--- config.mk ---
export PLATFORM = sky130hd
export DESIGN_NAME = rps_sequencer
export DESIGN_NICKNAME = d
export VERILOG_FILES = /design/src/hw/rps_pkg.sv /design/src/hw/rps_sequencer.sv /design/src/hw/rps_timer.sv
export SDC_FILE = /design/constraint.sdc
export NUM_CORES = 1
export LEC_CHECK = 0
export BUFFER_PORTS_ARGS = -buffer_cell sky130_fd_sc_hd__buf_2
export CAP_MARGIN = 20
export CELL_PAD_IN_SITES_DETAIL_PLACEMENT = 2
export CELL_PAD_IN_SITES_GLOBAL_PLACEMENT = 2
export CORE_MARGIN = 2
export CORE_UTILIZATION = 33
export DETAILED_ROUTE_END_ITERATION = 12
export PLACE_DENSITY = 0.8
export SLEW_MARGIN = 20
export SYNTH_ARGS = -nofsm -noshare
export SYNTH_HDL_FRONTEND = slang
export SYNTH_HIERARCHICAL = 1
export SYNTH_SLANG_ARGS = --single-unit
--- constraint.sdc ---
create_clock -name ref_clk_i -period 3.54 [get_ports ref_clk_i]
set_input_delay 0.354 -clock ref_clk_i [delete_from_list [all_inputs] [get_ports ref_clk_i]]
set_output_delay 0.354 -clock ref_clk_i [all_outputs]
set_load 0.01 [all_outputs]
--- src/hw/rps_pkg.sv ---
/*
 * Shared types and constants for the ranging power and mode sequencer:
 * state and mode encodings, the host command carrier and the timing
 * figures converted to cycles of the 40 MHz reference clock.
 * Assumes every design file imports the whole package.
 */
package rps_pkg;

    // reference clock period
    localparam int CLK_PERIOD_NS = 25;

    // firmware boot, longest time, rounded down to whole cycles
    localparam int BOOT_TIME_NS = 1200000;
    localparam int BOOT_CYCLES_RAW = BOOT_TIME_NS / CLK_PERIOD_NS;
    localparam int BOOT_CYCLES = (BOOT_CYCLES_RAW < 1) ? 1 : BOOT_CYCLES_RAW;

    // default timing budget of one measurement
    localparam int MEAS_TIME_NS = 33000000;
    localparam int MEAS_CYCLES_RAW = MEAS_TIME_NS / CLK_PERIOD_NS;
    localparam int MEAS_CYCLES = (MEAS_CYCLES_RAW < 1) ? 1 : MEAS_CYCLES_RAW;

    // width of all duration counters
    localparam int CNT_WIDTH = 32;

    // firmware state seen by the host
    typedef enum logic [2:0] {
        ST_OFF,
        ST_HW_STBY,
        ST_BOOT,
        ST_SW_STBY,
        ST_MEAS,
        ST_WAIT
    } rps_state_type;

    // ranging mode chosen with the start command
    typedef enum logic [1:0] {
        MODE_SINGLE,
        MODE_CONT,
        MODE_TIMED
    } rps_mode_type;

    // host command strobes, one cycle each
    typedef struct packed {
        logic start;
        logic stop;
        rps_mode_type mode;
    } rps_cmd_type;

endpackage

--- src/hw/rps_sequencer.sv ---
/*
 * Power and ranging-mode sequencer of a time-of-flight sensor: power
 * off, hardware standby, boot, software standby and the three ranging
 * modes, with an open-drain result interrupt toward the host.
 * Assumes host inputs synchronous to ref_clk_i and one-cycle commands.
 */
module rps_sequencer
    import rps_pkg::*;
#(
    parameter int BOOT_LEN = BOOT_CYCLES,
    parameter int MEAS_LEN = MEAS_CYCLES
) (
    // clock, reset, enable
    input wire logic ref_clk_i,
    input wire logic rst_n_i,
    input wire logic clk_en_i,
    // power and shutdown pins
    input wire logic main_supply_i,
    input wire logic shutdown_n_input_i,
    // host commands and settings
    input wire rps_cmd_type cmd_i,
    input wire logic [CNT_WIDTH-1:0] inter_meas_period_i,
    input wire logic irq_clear_i,
    // interrupt pin, open drain
    output logic result_interrupt_pin_o,
    output logic result_interrupt_pin_oe_o,
    // status
    output rps_state_type state_o,
    output logic result_valid_o,
    output logic bus_ready_o
);

    localparam logic [CNT_WIDTH-1:0] BOOT_CNT = CNT_WIDTH'(BOOT_LEN);
    localparam logic [CNT_WIDTH-1:0] MEAS_CNT = CNT_WIDTH'(MEAS_LEN);

    typedef struct packed {
        rps_state_type state;
        rps_mode_type mode;
        logic stop_pend;
        logic irq;
        logic pin_level;
        logic result_valid;
        logic bus_ready;
    } rps_seq_state_type;

    localparam rps_seq_state_type SEQ_RESET = '{
        state: ST_OFF,
        mode: MODE_SINGLE,
        default: 1'h0
    };

    rps_seq_state_type r;
    rps_seq_state_type next_r;
    logic tmr_load;
    logic tmr_abort;
    logic [CNT_WIDTH-1:0] tmr_count;
    logic tmr_done;

    // states in which the serial bus is deaf
    function automatic logic bus_off(input rps_state_type s);
        return (s == ST_OFF) || (s == ST_HW_STBY);
    endfunction

    // shared timer for boot, measurement and inter-measurement wait
    rps_timer #(
        .WIDTH(CNT_WIDTH)
    ) rps_timer_inst (
        .ref_clk_i(ref_clk_i),
        .rst_n_i(rst_n_i),
        .clk_en_i(clk_en_i),
        .load_i(tmr_load),
        .abort_i(tmr_abort),
        .count_i(tmr_count),
        .done_o(tmr_done)
    );

    // next state; supply and shutdown override every other event
    always_comb begin
        next_r = r;
        next_r.result_valid = 1'h0;
        next_r.pin_level = 1'h0;
        tmr_load = 1'h0;
        tmr_abort = 1'h0;
        tmr_count = MEAS_CNT;
        if (!main_supply_i) begin
            next_r.state = ST_OFF;
            tmr_abort = 1'h1;
        end else if (!shutdown_n_input_i) begin
            next_r.state = ST_HW_STBY;
            tmr_abort = 1'h1;
        end else begin
            case (r.state)
                ST_OFF, ST_HW_STBY: begin
                    next_r.state = ST_BOOT;
                    tmr_load = 1'h1;
                    tmr_count = BOOT_CNT;
                end
                ST_BOOT: begin
                    if (tmr_done) begin
                        next_r.state = ST_SW_STBY;
                    end
                end
                ST_SW_STBY: begin
                    if (cmd_i.start) begin
                        next_r.state = ST_MEAS;
                        next_r.mode = cmd_i.mode;
                        next_r.stop_pend = 1'h0;
                        tmr_load = 1'h1;
                    end
                end
                ST_MEAS: begin
                    if (cmd_i.stop) begin
                        next_r.stop_pend = 1'h1;
                    end
                    if (tmr_done) begin
                        next_r.result_valid = 1'h1;
                        next_r.irq = 1'h1;
                        if (r.mode == MODE_SINGLE || r.stop_pend
                            || cmd_i.stop) begin
                            next_r.state = ST_SW_STBY;
                            next_r.stop_pend = 1'h0;
                        end else if (r.mode == MODE_TIMED) begin
                            next_r.state = ST_WAIT;
                            tmr_load = 1'h1;
                            tmr_count = inter_meas_period_i;
                        end else begin
                            tmr_load = 1'h1;
                        end
                    end
                end
                ST_WAIT: begin
                    if (cmd_i.stop) begin
                        next_r.state = ST_SW_STBY;
                        tmr_abort = 1'h1;
                    end else if (tmr_done) begin
                        next_r.state = ST_MEAS;
                        tmr_load = 1'h1;
                    end
                end
                default: begin
                    next_r.state = ST_OFF;
                end
            endcase
        end
        // a clear in the result cycle loses to the new result
        if (irq_clear_i && !next_r.result_valid) begin
            next_r.irq = 1'h0;
        end
        // device logic is reset while unpowered or shut down
        if (bus_off(next_r.state)) begin
            next_r.irq = 1'h0;
        end
        next_r.bus_ready = !bus_off(next_r.state);
    end

    // state register, frozen while the enable is low
    always_ff @(posedge ref_clk_i) begin
        if (!rst_n_i) begin
            r <= SEQ_RESET;
        end else if (clk_en_i) begin
            r <= next_r;
        end
    end

    // outputs straight from the register
    assign result_interrupt_pin_o = r.pin_level;
    assign result_interrupt_pin_oe_o = r.irq;
    assign state_o = r.state;
    assign result_valid_o = r.result_valid;
    assign bus_ready_o = r.bus_ready;

    // checks: powered, released and enabled
    logic live;
    assign live = clk_en_i && main_supply_i && shutdown_n_input_i;
endmodule

--- src/hw/rps_timer.sv ---
/*
 * Down-counting duration timer: a load starts it, done pulses for one
 * cycle when the loaded number of cycles has passed, abort stops it.
 * Assumes a synchronous active-low reset and a common clock enable.
 */
module rps_timer
    import rps_pkg::*;
#(
    parameter int WIDTH = CNT_WIDTH
) (
    // clock, reset, enable
    input wire logic ref_clk_i,
    input wire logic rst_n_i,
    input wire logic clk_en_i,
    // control
    input wire logic load_i,
    input wire logic abort_i,
    input wire logic [WIDTH-1:0] count_i,
    // status
    output logic done_o
);

    localparam logic [WIDTH-1:0] TMR_ONE = {{(WIDTH-1){1'h0}}, 1'h1};

    typedef struct packed {
        logic [WIDTH-1:0] remain;
        logic running;
        logic done;
    } rps_tmr_state_type;

    localparam rps_tmr_state_type TMR_RESET = '0;

    rps_tmr_state_type r;
    rps_tmr_state_type next_r;

    // count down; a load in the done cycle restarts with no gap
    always_comb begin
        next_r = r;
        next_r.done = 1'h0;
        if (abort_i) begin
            next_r.running = 1'h0;
        end else if (load_i) begin
            // a zero count would wrap round to the top before finishing, so it behaves as one
            next_r.remain = (count_i == '0) ? TMR_ONE : count_i;
            next_r.running = 1'h1;
        end else if (r.running) begin
            if (r.remain == TMR_ONE) begin
                next_r.running = 1'h0;
                next_r.done = 1'h1;
            end else begin
                next_r.remain = r.remain - TMR_ONE;
            end
        end
    end

    // state register, frozen while the enable is low
    always_ff @(posedge ref_clk_i) begin
        if (!rst_n_i) begin
            r <= TMR_RESET;
        end else if (clk_en_i) begin
            r <= next_r;
        end
    end

    assign done_o = r.done;

endmodule

==> impl_summary.md <==
STA
Setup repair after global routing left no endpoint under its margin. For the final routed database, the setup TNS stands at 0 ns. The worst path uses 94.1% of the clock period.

The setup slack after layout is 0.208 ns. The total count of max-transition violations in the final report is 0. The clock period minus final worst setup slack is 3.33 ns. For the final database, setup skew stands at 0.00414 ns.

Based on the critical path, the design can be clocked at up to 300 MHz. The pin slew with the least headroom to its limit is 0.850 ns. The relative slew slack is 43.3%. The count of endpoints failing setup in the final report is 0.

The number of hold violations in the final report came to 0.

Clock tree
Clock tree synthesis selected as its root buffer the cell sky130_fd_sc_hd__clkbuf_8. Clock tree synthesis found a total of 43 sinks. TritonCTS built the clock tree. The number of buffers added to fix hold violations after cts is 0. After clock tree synthesis, the clock-pin slew on the worst setup and hold paths is 0.09 ns.

The number of clock buffers added by TritonCTS is 5. The post-CTS setup-driven buffer insertion count is 0. The maximum clock insertion buffer count is 2. After clock tree synthesis, the repair step resized 0 gates. The H-tree depth is 2.

The clock latency on the worst-skew pair is 0.30 ns.

Worst setup path
The largest driver fanout on the critical path is 18. The category of the worst setup path capture point is a register. The cell family with the largest share of critical-path delay is simple AND/OR/NAND/NOR gates. The library cell contributing the largest single delay on the critical path is sky130_fd_sc_hd__dfxtp_1. At the worst endpoint, the required time is 3.73 ns. Walking the worst path, the cells encountered are nor3b_2 -> and4_2 -> nor2b_2 -> and2_1 -> nor4_1 -> nand4_1 -> o21a_1 -> buf_4 -> a221oi_1 -> nor2_1. The stage delay of the slowest cell on the critical path is 0.56 ns. Data on the critical path arrives at its endpoint at 3.53 ns. By startpoint and endpoint, the worst setup path is classified as register to register.

The sort of element at the start of the critical path is a register. Together, buffers and inverters on the worst path number 1.

Routing
In the final routing, the length of wire on met1 measures 5670 um. The first-pass detailed-route iteration total is 4. The via density per instance is 5.86. In the routed design, unresolved DRC markers number 0. The highest routing layer actually used is met4. Dividing the detail-routed wire length by the instance count gives 20.4 um.

The count of nets left with antenna violations once routing finished came out at 0. The detailed router finished its first iteration with 139 violations. The routed design uses 390 um of met3 wire. The number of vias after detailed routing is 3,451. In the detailed route, the total length drawn on met2 is 5810 um.

After detailed routing, the total wire length is 12,000 um.

Yosys
For this run, the leading register cell type out of synthesis is sky130_fd_sc_hd__dfxtp_1. Of all flip-flops after synthesis, the portion carrying an async set or reset was 0%. Counting distinct cell types in the post-synthesis netlist gives 59. The number of flip-flops and latches in the synthesized netlist is 43. In this run, synthesis inferred 0 flip-flops with an integrated enable. The count of mapped cells out of synthesis is 426. The cell area that synthesis handed to floorplanning was 3170 um2. The average cell area after synthesis is 7.45 um2.

The number of warnings issued by yosys is 6. The net count after synthesis is 470. Sequential cells were found to cover 27.1% of the synthesized design area.

Power and ir drop
VDD sags by at most 137 uV. Summed over all cells, the static leakage comes to 0.00145 uW. The areal power density over the cells is 321 nW/um2.

Floorplan
The floorplan die area is 10,400 um2. The core footprint is 9280 um2. The die outline height is 102 um.

For this configuration, the core starts out at a cell density of 34.2%. The standard-cell row count is 35. The I/O pin count is 49.

The die outline width is 102 um.

Global routing
Global routing consumed, over all layers together, 23.1% of the routing resources. Entering global routing, the biggest net connects 47 pins. The first global-routing pass estimated 18,900 um of wire.

The number of global-route vias before repair is 3,583. The number of antenna violations at the first check in global routing came to 0. The aggregate global routing overflow is 0.

Flow run
The reported max-cap violation count is 0.

Finish
The filler cell count is 1,155. In the final layout, flip-flops and latches occupy 861 um2. In the final design database the tool counted 503 nets. The total inserted antenna cells is 0. The proportion of layout cells with a drive suffix above 1 is 19.8%. The area occupied by multi-input gates is 2080 um2. The synthesis-to-finish area growth is 12.9%.

Min path
The type of the most critical hold path is input port to register.

Run status
The run finished with clean final reports.

Place
The quantity of I/O buffers inserted on ports is 47. At the end of routability-driven placement, the weighted congestion stood at 0.811. The HPWL after detailed placement is 8500 um. Timing analysis after detailed placement gives a worst setup slack of 0.145 ns.
==> final cells by class <==
| type | count | area share, % |
|---|---|---|
| multi-input cells | 339 | 58.0 |
| flip-flops and latches | 43 | 24.0 |
| repair buffers | 62 | 9.71 |
| well taps | 129 | 4.51 |
| clock buffers | 7 | 2.69 |
| inverters | 8 | 0.839 |
| clock inverters | 1 | 0.210 |
==> final timing paths <==
kind              slack [ns]                   startpoint                           endpoint  cells after the start
setup / recovery        0.21      state_o[1]$_SDFFE_PN0P_  rps_timer_inst/r[11]$_SDFFE_PN0P_                     10
hold / removal          0.31                     cmd_i[0]                  r[5]$_SDFFE_PN0P_                      3
setup reg to reg        0.21      state_o[1]$_SDFFE_PN0P_  rps_timer_inst/r[11]$_SDFFE_PN0P_                     10
hold reg to reg         0.53  result_valid_o$_SDFFE_PN0P_        result_valid_o$_SDFFE_PN0P_                      2
==> cells by family after synthesis <==
kind of cell	after synthesis	synth area share [%]
AO/OA/AOI/OAI	158	31.2
XOR/XNOR	11	3.04
adder cells (fa/ha/maj)	2	0.789
buffers and inverters	45	7.69
flip-flops	43	27.1
multiplexers	2	0.631
other	1	0.118
AND/OR/NAND/NOR	164	29.3
==> state kept, by name, summed over array words and instances, names as in the netlist <==
name and flops:
rps_timer_inst/r 33, r 3, state_o 3, bus_ready_o 1, result_interrupt_pin_oe_o 1, result_valid_o 1
rps_timer_inst/done_o 1
==> cells in the mapped netlist (4+ instances only) <==
cell                       number  area share [%]
sky130_fd_sc_hd__or4_1          5             1.2
sky130_fd_sc_hd__nand3_1        7             1.1
sky130_fd_sc_hd__dfxtp_1       43              27
sky130_fd_sc_hd__buf_6          7             2.5
sky130_fd_sc_hd__o21a_1         4            0.95
sky130_fd_sc_hd__o21ai_0       40             6.3
sky130_fd_sc_hd__nand4_1        5            0.99
sky130_fd_sc_hd__xnor2_1        5             1.4
sky130_fd_sc_hd__clkbuf_1      19             2.2
sky130_fd_sc_hd__a221oi_1      15             4.1
sky130_fd_sc_hd__o21ai_1       19             3.0
sky130_fd_sc_hd__inv_1          8            0.95
sky130_fd_sc_hd__nor2b_1        8             1.6
sky130_fd_sc_hd__and2_2        11             2.6
sky130_fd_sc_hd__buf_2          6            0.95
sky130_fd_sc_hd__a21oi_1       47             7.4
sky130_fd_sc_hd__or3_1          5            0.99
sky130_fd_sc_hd__xor2_1         6             1.7
sky130_fd_sc_hd__o31a_1         7             1.9
sky130_fd_sc_hd__nor2_1        39             4.6
sky130_fd_sc_hd__nand2_1       17             2.0
sky130_fd_sc_hd__nor3_1         9             1.4
sky130_fd_sc_hd__nor4_1        23             4.5
sky130_fd_sc_hd__buf_4          4            0.95
sky130_fd_sc_hd__and2_1        11             2.2
sky130_fd_sc_hd__nand2b_1       5            0.99
==> layer usage <==
layer  vias to the layer above  global-route usage [%]
li1                       1653                       -
met1                      1720                    30.8
met2                        67                    40.5
met3                        11                    2.60
met4                         0                    4.41
met5                         -                       0
==> worst reg2reg max path: cells and delay by family (launching register included) <==
kind	cells	cell delay, ns
simple gates	7	1.66
compound gates	2	0.72
flops	1	0.56
buf+inv	1	0.28
==> metrics by stage <==
step                area [um2]  util [%]  total power, uW  std cells  hold slack [ns]
detailed placement        3470      37.3              786        580            0.503
floorplan                 3170         -              687        426            0.482
global placement          3470      37.3              772        580            0.512
CTS                       3570      38.5             1160        588            0.313
global route              3580      38.6             1210        589            0.337
finish                    3580      38.6             1150        589            0.310
==> cells in the final DEF (no fill, tap or decap), types with 2 or more instances in the layout <==
cell                       synthesis  layout
sky130_fd_sc_hd__a22oi_1           2       2
sky130_fd_sc_hd__clkbuf_8          0       7
sky130_fd_sc_hd__o41ai_1           3       3
sky130_fd_sc_hd__nor4_1           23      23
sky130_fd_sc_hd__nor2_1           39      39
sky130_fd_sc_hd__nand3_1           7       7
sky130_fd_sc_hd__o21ai_0          40      40
sky130_fd_sc_hd__o21ai_1          19      19
sky130_fd_sc_hd__nor2b_1           8       8
sky130_fd_sc_hd__mux2i_1           2       2
sky130_fd_sc_hd__and3_1            3       3
sky130_fd_sc_hd__a221oi_1         15      15
sky130_fd_sc_hd__o41a_1            2       2
sky130_fd_sc_hd__or4_1             5       5
sky130_fd_sc_hd__nand2_1          17      17
sky130_fd_sc_hd__o311a_1           3       3
sky130_fd_sc_hd__nand2b_1          5       5
sky130_fd_sc_hd__a31oi_1           2       2
sky130_fd_sc_hd__xnor2_1           5       5
sky130_fd_sc_hd__buf_4             4      15
sky130_fd_sc_hd__nand4_1           5       5
sky130_fd_sc_hd__o21bai_1          2       2
sky130_fd_sc_hd__nor3_1            9       9
sky130_fd_sc_hd__ha_1              2       2
sky130_fd_sc_hd__dfxtp_1          43      43
sky130_fd_sc_hd__a21oi_1          47      47
sky130_fd_sc_hd__inv_1             8       8
sky130_fd_sc_hd__buf_2             6      47
sky130_fd_sc_hd__xor2_1            6       6
sky130_fd_sc_hd__or2_2             2       2
sky130_fd_sc_hd__o31a_1            7       7
sky130_fd_sc_hd__or3_1             5       5
sky130_fd_sc_hd__and2_1           11      11
sky130_fd_sc_hd__o22ai_1           2       2
sky130_fd_sc_hd__or4_4             2       2
sky130_fd_sc_hd__o21a_1            4       4
sky130_fd_sc_hd__o31ai_1           2       2
sky130_fd_sc_hd__nand4b_1          2       2
sky130_fd_sc_hd__and2_2           11      11
==> where the power goes <==
group          internal (uW)  switching (uW)
logic                    101             168
registers                493            14.0
clock network            178             195
total                    772             377
Power figures use the tool's default switching activity.
